==> config.mk <==
export PLATFORM = sky130hd
export DESIGN_NAME = pee_host
export DESIGN_NICKNAME = d
export VERILOG_FILES = /design/src/pee_pkg.sv /design/src/pee_host.sv
export SDC_FILE = /design/constraint.sdc
export NUM_CORES = 1
export LEC_CHECK = 0
export BUFFER_PORTS_ARGS = -buffer_cell sky130_fd_sc_hd__buf_2
export CAP_MARGIN = 20
export CORE_MARGIN = 2
export CORE_UTILIZATION = 40
export DETAILED_ROUTE_END_ITERATION = 7
export GPL_TIMING_DRIVEN = 0
export HOLD_SLACK_MARGIN = 0.08
export PLACE_DENSITY = 0.64
export SLEW_MARGIN = 15
export SYNTH_ARGS = -nofsm -noshare
export SYNTH_HDL_FRONTEND = slang
export SYNTH_SLANG_ARGS = --single-unit
==> constraint.sdc <==
create_clock -name clock -period 4.5 [get_ports clock]
set_input_delay 0.45 -clock clock [delete_from_list [all_inputs] [get_ports clock]]
set_output_delay 0.45 -clock clock [all_outputs]
set_load 0.005 [all_outputs]
==> src/pee_pkg.sv <==
package pee_pkg;

  // Clock figures
  localparam int CLK_PERIOD_NS = 8;

  // Pin timing, in nanoseconds as printed
  localparam int READ_ACCESS_NS   = 150;
  localparam int FLOAT_NS         = 50;
  localparam int WRITE_PULSE_NS   = 100;
  localparam int WRITE_HIGH_NS    = 50;
  localparam int ADDR_HOLD_NS     = 50;
  localparam int TOGGLE_OE_HIGH_NS = 150;

  // Cycle counts; least times round up
  localparam int READ_ACCESS_CYC =
    (READ_ACCESS_NS + CLK_PERIOD_NS - 1) / CLK_PERIOD_NS + 1;
  localparam int FLOAT_CYC =
    (FLOAT_NS + CLK_PERIOD_NS - 1) / CLK_PERIOD_NS;
  localparam int WRITE_PULSE_CYC =
    (WRITE_PULSE_NS + CLK_PERIOD_NS - 1) / CLK_PERIOD_NS;
  localparam int WRITE_HIGH_CYC =
    (WRITE_HIGH_NS + CLK_PERIOD_NS - 1) / CLK_PERIOD_NS;
  localparam int ADDR_HOLD_CYC =
    (ADDR_HOLD_NS + CLK_PERIOD_NS - 1) / CLK_PERIOD_NS;
  localparam int OE_HIGH_CYC =
    (TOGGLE_OE_HIGH_NS + CLK_PERIOD_NS - 1) / CLK_PERIOD_NS;

  // Long times in microseconds; longest times round down
  localparam int BYTE_LOAD_WINDOW_US = 150;
  localparam int PROGRAM_CYCLE_US    = 10000;
  localparam int PROGRAM_FAST_US     = 2000;
  localparam int BYTE_LOAD_WINDOW_CYC =
    BYTE_LOAD_WINDOW_US * 1000 / CLK_PERIOD_NS;
  localparam int PROGRAM_CYCLE_CYC = PROGRAM_CYCLE_US * 1000 / CLK_PERIOD_NS;
  localparam int PROGRAM_FAST_CYC  = PROGRAM_FAST_US * 1000 / CLK_PERIOD_NS;

  // Widths and fields
  localparam int ADDR_W      = 13;
  localparam int DATA_W      = 8;
  localparam int PAGE_LSB    = 6;
  localparam int POLL_BIT    = 7;
  localparam int TOGGLE_BIT  = 6;
  localparam int CNT_W       = 24;

  // Reset values of pin drivers
  localparam logic       PIN_IDLE  = 1'b1;
  localparam logic [7:0] DATA_RST  = 8'h00;

  typedef enum logic [2:0] {
    PEE_IDLE  = 3'b000,
    PEE_SETUP = 3'b001,
    PEE_PULSE = 3'b011,
    PEE_HOLD  = 3'b010,
    PEE_READ  = 3'b110,
    PEE_GAP   = 3'b111,
    PEE_ERASE = 3'b101
  } pee_state_t;

endpackage : pee_pkg

==> src/pee_host.sv <==
`timescale 1ns/1ns
`default_nettype none
// Summary of operation
// - Write: select low, gate high, strobe low
// - Chip erase: high-voltage gate, strobe low
// - Next page byte within 150 us; a write taken as a read spanning window expiry ends can come later
// - Page address bits equal at each strobe
// - Gate high while strobe and select low
module pee_host
  import pee_pkg::*;
#(
  parameter int unsigned BLW_CYC  = BYTE_LOAD_WINDOW_CYC,
  parameter int unsigned PROG_CYC = PROGRAM_CYCLE_CYC
) (
  // Clock and reset
  input  wire  logic              clock,
  input  wire  logic              reset_n,
  // User command port
  input  wire  logic              cmd_valid,
  output logic                    cmd_ready,
  input  wire  logic              cmd_write,
  input  wire  logic              cmd_erase,
  input  wire  logic              cmd_last,
  input  wire  logic [ADDR_W-1:0] cmd_addr,
  input  wire  logic [DATA_W-1:0] cmd_wdata,
  output logic                    rd_valid,
  output logic [DATA_W-1:0]       rd_data,
  output logic                    busy,
  output logic                    page_error,
  // Device pins
  output logic                    chip_sel_n,
  output logic                    out_gate_n,
  output logic                    wr_strobe_n,
  output logic                    erase_hv_en,
  output logic [ADDR_W-1:0]       addr,
  output logic [DATA_W-1:0]       data_o,
  output logic                    data_oe_n,
  input  wire  logic [DATA_W-1:0] data_i
);

  pee_state_t              state_r;
  logic [CNT_W-1:0]        tmr_r;
  logic [CNT_W-1:0]        win_r;
  logic                    in_page_r;
  logic [ADDR_W-1:0]       page_r;
  logic                    is_er_r;
  logic                    got_one_r;
  logic [CNT_W-1:0]        prog_r;
  logic                    tmr_watch_done;
  logic                    last_r;
  logic                    poll_r;
  logic [ADDR_W-1:0]       last_addr_r;
  logic [DATA_W-1:0]       last_data_r;
  logic [DATA_W-1:0]       prev_rd_r;
  logic                    have_prev_r;
  logic [DATA_W-1:0]       s1_r;
  logic [DATA_W-1:0]       s2_r;
  logic [DATA_W-1:0]       s3_r;
  logic                    take;
  logic                    tmr_done;

  function automatic logic same_page(input logic [ADDR_W-1:0] a,
                                     input logic [ADDR_W-1:0] b);
    same_page = a[ADDR_W-1:PAGE_LSB] == b[ADDR_W-1:PAGE_LSB];
  endfunction : same_page

  // Commands only taken idle; a new page address waits for the window
  assign take      = cmd_valid && cmd_ready;
  assign tmr_done  = tmr_r == '0;
  assign cmd_ready = (state_r == PEE_IDLE) && !poll_r &&
                     !(in_page_r && cmd_write && !cmd_erase &&
                       !same_page(cmd_addr, page_r));
  assign busy      = poll_r || in_page_r || state_r != PEE_IDLE;

  ////////////////////////////////////////////////////////////////////////
  // Pin input synchroniser; only the last two stages are compared
  always_ff @(posedge clock) begin
    s1_r <= data_i;
    s2_r <= s1_r;
    s3_r <= s2_r;
  end

  ////////////////////////////////////////////////////////////////////////
  // Sequencer with pin strobes
  always_ff @(posedge clock) begin
    if (!reset_n) begin
      state_r     <= PEE_IDLE;
      tmr_r       <= '0;
      chip_sel_n  <= PIN_IDLE;
      out_gate_n  <= PIN_IDLE;
      wr_strobe_n <= PIN_IDLE;
      erase_hv_en <= 1'b0;
      data_oe_n   <= PIN_IDLE;
      addr        <= '0;
      data_o      <= DATA_RST;
      is_er_r     <= 1'b0;
      last_r      <= 1'b0;
    end else begin
      if (!tmr_done) tmr_r <= tmr_r - 1'b1;
      case (state_r)
        PEE_IDLE: begin
          if (take) begin
            addr    <= cmd_addr;
            data_o  <= cmd_wdata;
            is_er_r <= cmd_erase;
            last_r  <= cmd_last;
            chip_sel_n <= 1'b0;
            if (cmd_write || cmd_erase) begin
              out_gate_n <= 1'b1;
              data_oe_n  <= 1'b0;
              erase_hv_en <= cmd_erase;
              state_r    <= PEE_SETUP;
            end else begin
              out_gate_n <= 1'b0;
              tmr_r   <= CNT_W'(READ_ACCESS_CYC);
              state_r <= PEE_READ;
            end
          end else if (poll_r) begin
            // Status read of the last byte while programming runs
            addr       <= last_addr_r;
            chip_sel_n <= 1'b0;
            out_gate_n <= 1'b0;
            tmr_r      <= CNT_W'(READ_ACCESS_CYC);
            state_r    <= PEE_READ;
          end
        end
        PEE_SETUP: begin
          // Address settles before the falling strobe edge
          wr_strobe_n <= 1'b0;
          tmr_r   <= CNT_W'(WRITE_PULSE_CYC);
          state_r <= is_er_r ? PEE_ERASE : PEE_PULSE;
        end
        PEE_PULSE, PEE_ERASE: begin
          if (tmr_done) begin
            // Data taken by the device on this rising edge
            wr_strobe_n <= 1'b1;
            tmr_r   <= CNT_W'(ADDR_HOLD_CYC);
            state_r <= PEE_HOLD;
          end
        end
        PEE_HOLD: begin
          // Gate stays high until strobe is back up
          if (tmr_done) begin
            chip_sel_n  <= 1'b1;
            data_oe_n   <= 1'b1;
            erase_hv_en <= 1'b0;
            tmr_r   <= CNT_W'(WRITE_HIGH_CYC);
            state_r <= PEE_GAP;
          end
        end
        PEE_READ: begin
          if (tmr_done) begin
            out_gate_n <= 1'b1;
            chip_sel_n <= 1'b1;
            // Gate high pulse long enough for toggle reads
            tmr_r   <= CNT_W'(OE_HIGH_CYC);
            state_r <= PEE_GAP;
          end
        end
        PEE_GAP: begin
          if (tmr_done) state_r <= PEE_IDLE;
        end
        default: state_r <= PEE_IDLE;
      endcase
    end
  end

  ////////////////////////////////////////////////////////////////////////
  // Byte load window; expiry or last byte ends the page
  always_ff @(posedge clock) begin
    if (!reset_n) begin
      in_page_r <= 1'b0;
      win_r     <= '0;
      page_r    <= '0;
      poll_r    <= 1'b0;
      page_error <= 1'b0;
    end else begin
      page_error <= in_page_r && cmd_valid && cmd_write && !cmd_erase &&
                    !same_page(cmd_addr, page_r) && state_r == PEE_IDLE;
      if (take && cmd_write && !cmd_erase) begin
        in_page_r <= 1'b1;
        page_r    <= cmd_addr;
        win_r     <= CNT_W'(BLW_CYC);
      end else if (in_page_r) begin
        // Window runs in every state; page closes only in idle, so a write after a read spanning expiry can pass the device limit
        if (win_r != '0) win_r <= win_r - 1'b1;
        if (state_r == PEE_IDLE && (win_r == '0 || last_r)) begin
          in_page_r <= 1'b0;
          poll_r    <= 1'b1;
        end
      end
      if (take && cmd_erase) poll_r <= 1'b1;
      // Poll until status settles or the device limit passes
      if (poll_r && rd_valid && prev_rd_r == rd_data &&
          have_prev_r && rd_data == last_data_r)
        poll_r <= 1'b0;
      if (poll_r && tmr_watch_done) poll_r <= 1'b0;
    end
  end

  ////////////////////////////////////////////////////////////////////////
  // Programming watchdog; bounded by the worst-case cycle time
  assign tmr_watch_done = prog_r == '0;
  always_ff @(posedge clock) begin
    if (!reset_n) prog_r <= '0;
    else if (!poll_r) prog_r <= CNT_W'(PROG_CYC);
    else if (!tmr_watch_done) prog_r <= prog_r - 1'b1;
  end

  ////////////////////////////////////////////////////////////////////////
  // Read capture and status tracking
  always_ff @(posedge clock) begin
    if (!reset_n) begin
      rd_valid    <= 1'b0;
      rd_data     <= DATA_RST;
      prev_rd_r   <= DATA_RST;
      have_prev_r <= 1'b0;
      got_one_r   <= 1'b0;
      last_addr_r <= '0;
      last_data_r <= DATA_RST;
    end else begin
      rd_valid <= 1'b0;
      if (take && cmd_write && !cmd_erase) begin
        last_addr_r <= cmd_addr;
        last_data_r <= cmd_wdata;
        have_prev_r <= 1'b0;
        got_one_r   <= 1'b0;
      end
      if (state_r == PEE_READ && tmr_done && s2_r == s3_r) begin
        rd_valid  <= 1'b1;
        rd_data   <= s3_r;
        prev_rd_r <= rd_data;
        // First read after a write only arms; two must agree
        have_prev_r <= got_one_r;
        got_one_r   <= 1'b1;
      end
      // Inverted polling bit marks unfinished programming
      if (rd_valid && poll_r && addr == last_addr_r &&
          rd_data[POLL_BIT] != last_data_r[POLL_BIT]) begin
        have_prev_r <= 1'b0;
        got_one_r   <= 1'b0;
      end
    end
  end

endmodule : pee_host
`default_nettype wire

=== Word-level counts from Yosys, hierarchy flattened ===
Cells that the tools add are included.

* Register bits after elaboration: 170
* Output and inout port bits: 38
* Word-level logic and storage cells: 167

* Add/sub/neg operators: 3
* Equal/unequal tests: 22
* Mux-type cells: 48
* Bitwise operators: 1
* Reductions and logical operators: 65

{| class="wikitable"
|+ Operators by type and width
! operator !! number
|-
| 24-bit two-way mux || 6
|-
| 24-bit one-hot mux with 4 select lines || 1
|-
| 24-bit logical NOT || 3
|-
| 24-bit by 1-bit subtractor with 24-bit output, second input constant || 3
|-
| 15-bit two-way mux || 3
|-
| 21-bit two-way mux || 2
|-
| 13-bit two-way mux || 2
|-
| 8-bit equality test || 3
|-
| 1-bit logical AND || 24
|-
| 24-bit nonzero test || 1
|-
| 1-bit two-way mux || 21
|-
| 3-bit two-way mux || 7
|-
| 2-bit nonzero test || 10
|-
| 3-bit one-hot mux with 5 select lines || 1
|-
| 2-bit != test, second input constant || 7
|-
| 13-bit equality test || 1
|-
| 2-bit AND reduction || 6
|-
| 1-bit one-hot mux with 2 select lines || 5
|-
| 3-bit equality test, second input constant || 3
|-
| 3-bit AND reduction || 3
|-
| 4-bit AND reduction || 2
|-
| 2-bit OR reduction || 4
|-
| 7-bit equality test || 1
|-
| 3-bit by 2-bit equality test with 1-bit output, second input constant || 2
|-
| other kinds (10) || 18
|}

=== Depth between registers and ports, before layout ===
* Word-level depth: 10
* Mapped depth: 11

=== Worst setup path before layout ===
Ideal clock, no wire load.

* Path type: reg2reg
* From: reg tmr_r[10]
* To: reg tmr_r[0]
* Setup time: 128 ps
* Data arrival time: 2229 ps
* Setup slack: 2143 ps
* Stages on the path, launching flop included: 10
* Period minus slack after synthesis: 2357 ps
* Path through: dfxtp_1 -> or4_1 -> or3_1 -> buf_2 -> nor2_4 -> inv_1 -> buf_2 -> ha_1 -> a32oi_1 -> nor2_1

* Longest elaborated chain between the ends: 5
* Elaborated cells on any way between the ends: 8
* Those cells by class: mux (7); reduce/logical (1)

{| class="wikitable"
|+ Ends and longest elaborated chain
! what !! RTL line !! text
|-
| from (decl) || pee_host.sv:42 || <nowiki>logic [CNT_W-1:0] tmr_r;</nowiki>
|-
| from (signal assigned) || pee_host.sv:99 || <nowiki>if (!tmr_done) tmr_r <= tmr_r - 1'b1;</nowiki>
|-
| from (signal assigned) || pee_host.sv:115 || <nowiki>tmr_r <= CNT_W'(READ_ACCESS_CYC);</nowiki>
|-
| from (signal assigned) || pee_host.sv:123 || <nowiki>tmr_r <= CNT_W'(READ_ACCESS_CYC);</nowiki>
|-
| 24-bit logical NOT (*) || pee_host.sv:69 || <nowiki>assign tmr_done = tmr_r == '0;</nowiki>
|-
| 24-bit two-way mux || pee_host.sv:99 ||
|-
| 24-bit two-way mux, on equally long branches || pee_host.sv:118, pee_host.sv:108 ||
|-
| 24-bit two-way mux || pee_host.sv:102 || <nowiki>if (take) begin</nowiki>
|-
| 24-bit one-hot mux with 4 select lines (*) || pee_host.sv:100 || <nowiki>case (state_r)</nowiki>
|}

Mark *: on every way between the ends. The rest lies on a longest branch, timed or not.
A chain may end at the register's enable or synchronous reset.

==> results.ini <==
[synthesis]
synthMostInstantiatedCell=dfxtp_1
synth_warnings=0
synthesis.area_sq_mm=0.00732
ys_types=60
synth_edf_count=0
synth_seq_cells=170
yosys-top-cells-area=dfxtp_1 (47%), mux2i_1 (7.1%), nor2_1 (5.7%)
synth_common_cells=dfxtp_1 (170), nor2_1 (112), mux2i_1 (52)
yosysTopAreaCell=dfxtp_1
synthCells=803
synth_top_area_share_pct=46.5
synth_fp_nets=844
synthArstFlopShare_pct=0
avgSynthCellArea_sq_um=9.11
synth_seq_area_share_pct=46.5
synth_flop_cell=dfxtp_1

[finish]
stdcell_count=1136
multiInputGateArea_sq_mm=0.00370
antenna_cells=0
area_growth_pct=17.5
num-fill-cells=1728
fin_nets=935
utilization_pct=47.9
drive_gt1_share_pct=14.6
seq_area_sq_mm=0.00340

[job]
max_cap_viol_count=0

[clock_network]
post_cts_buffers=0
cts_hold_buffers=0
cts_resized=0
root_buffer=clkbuf_16
cts.sinks=170
ctsLongestPathBuffers=2
cts_inserted_buffers=17
clk_pin_slew_worst_paths_ns=0.08
htree_num_levels=4
clk_latency_ns=0.43
cts_tree=built

[status]
status=finished clean

[sta]
fmax_mhz=337
setup_tns_ns=0
hold_viol_final=0
period_share_pct=65.9
worst_pin_slew_ns=0.655
fin_crit_ns=2.97
skew_ns=0.0158
fin_ws_ns=1.53
drv_slew=0
setup_viol=0
rsz0062_at_grt=no
slew_headroom_pct=56.3

[place]
gp_congestion=0.840
io_buffer_count=72
hpwl_mm=12.1
pre_cts_ws_ns=1.72
place_inst=1104

[global_route]
grt_max_degree=22
global_route.usage.met1_pct=23.3
grt_overflow=0
use_met3_pct=4.37
met2_usage_pct=29.5
grt_usage_pct=17.9
grt_pass1_vias=5636
busiest_layer=met2
antenna_found_initial=0
grt_pass1_wl_mm=28.3

[setup_path]
cp_max_fo=7
crit_type=reg2out
critPathCaptureType=primary output
crit_arrival_ns=2.52
r2r_slack_ns=1.75
cp-start-kind=flip-flop
critPathRequiredTime_ns=4.05

[floorplanning]
dieWidth_um=139
io_pins=73
die_area_sq_mm=0.0194
rows=49
start_util_pct=40.7
coreArea_sq_mm=0.0180
die_h_um=139

[drt]
ant_nets=0
finalWirelength_mm=16.7
wl_per_cell_um=14.7
viasPerCell=5.16
drt_iter0_drc=276
drc=0
vias=5865
dr.pass1.iters=4

[power]
power_leakage_nw=3.51
ir_worst_vdd_v=0.000339
power_density_mw_per_mm2=646

[min_path]
min_path_type=in2reg

[flip-flops by register name, summed over array words and instances, names as in the netlist, 3 cells and up]
register	cells
last_addr_r	13
s1_r	8
prog_r	24
prev_rd_r	8
win_r	24
s2_r	8
last_data_r	8
rd_data	8
tmr_r	24
s3_r	8
data_o	8
addr	13
state_r	3
[where the power goes]
group | switching, mW | internal [mW] | leakage [nW]
Combinational | 1.23 | 0.854 | 1.81
Clock | 0.725 | 0.767 | 0.304
Sequential | 0.221 | 1.77 | 1.39
[worst paths after layout]
check | startpoint | depth (start not counted) | end
hold reg to reg | s1_r[2] | 0 | s2_r[2]
setup reg to reg | tmr_r[10] | 10 | tmr_r[0]
setup / recovery | last_addr_r[12] | 5 | cmd_ready
hold / removal | data_i[1] | 1 | s1_r[1]
[through the flow]
step	hold WS, ns	total power [mW]	area [sq um]
final	0.110	5.56	8600
after global routing	0.0902	5.98	8600
after CTS	0.0932	5.60	8600
after detailed placement	0.314	4.10	7970
after global placement	0.311	4.08	7970
after floorplan	0.310	3.55	7320
[layout by cell type, fill, tap and decap left out, types with 10 or more instances in the layout]
cell type,count
dfxtp_1,170
nor2_1,112
buf_2,79
mux2i_1,52
a21oi_1,50
nand2_1,45
xnor2_1,43
xor2_1,42
nor3_1,36
o21ai_0,31
clkbuf_1,23
or3_1,21
nor4_1,20
clkbuf_16,17
nand3_1,14
inv_1,12
or4_1,10
[final cells by class]
cell class	instances	share of cell area, %
flip-flops and latches	170	39.6
inverters	12	0.524
clock buffers	17	4.95
plain buffers	37	1.95
repair buffers	72	4.19
multi-input cells	584	43.0
clock inverters	15	2.46
well taps	229	3.33
[logic make-up after synthesis]
group | synth area share [%]
and+or+nand+nor | 21.8
DFF | 46.5
AOI/OAI and AO/OA | 10.4
xor gates and xnor gates | 10.2
muxes | 7.11
buffers and inverters | 2.91
adders and majority gates | 1.03
[per-layer routing]
layer / vias to the layer above / share of wire (%)
met5: - / 0
met4: 0 / 1.2
met3: 11 / 3.7
met2: 91 / 47
met1: 2762 / 48
li1: 3001 / -
[critical path, stage by stage, from the launching register on]
cell and delay (ns):
dfxtp_1 0.35, xor2_1 0.17, nor4_1 0.54, a21oi_1 0.32, nor4_1 0.49, buf_2 0.22
No activity file was read; power rests on OpenSTA's default activity.
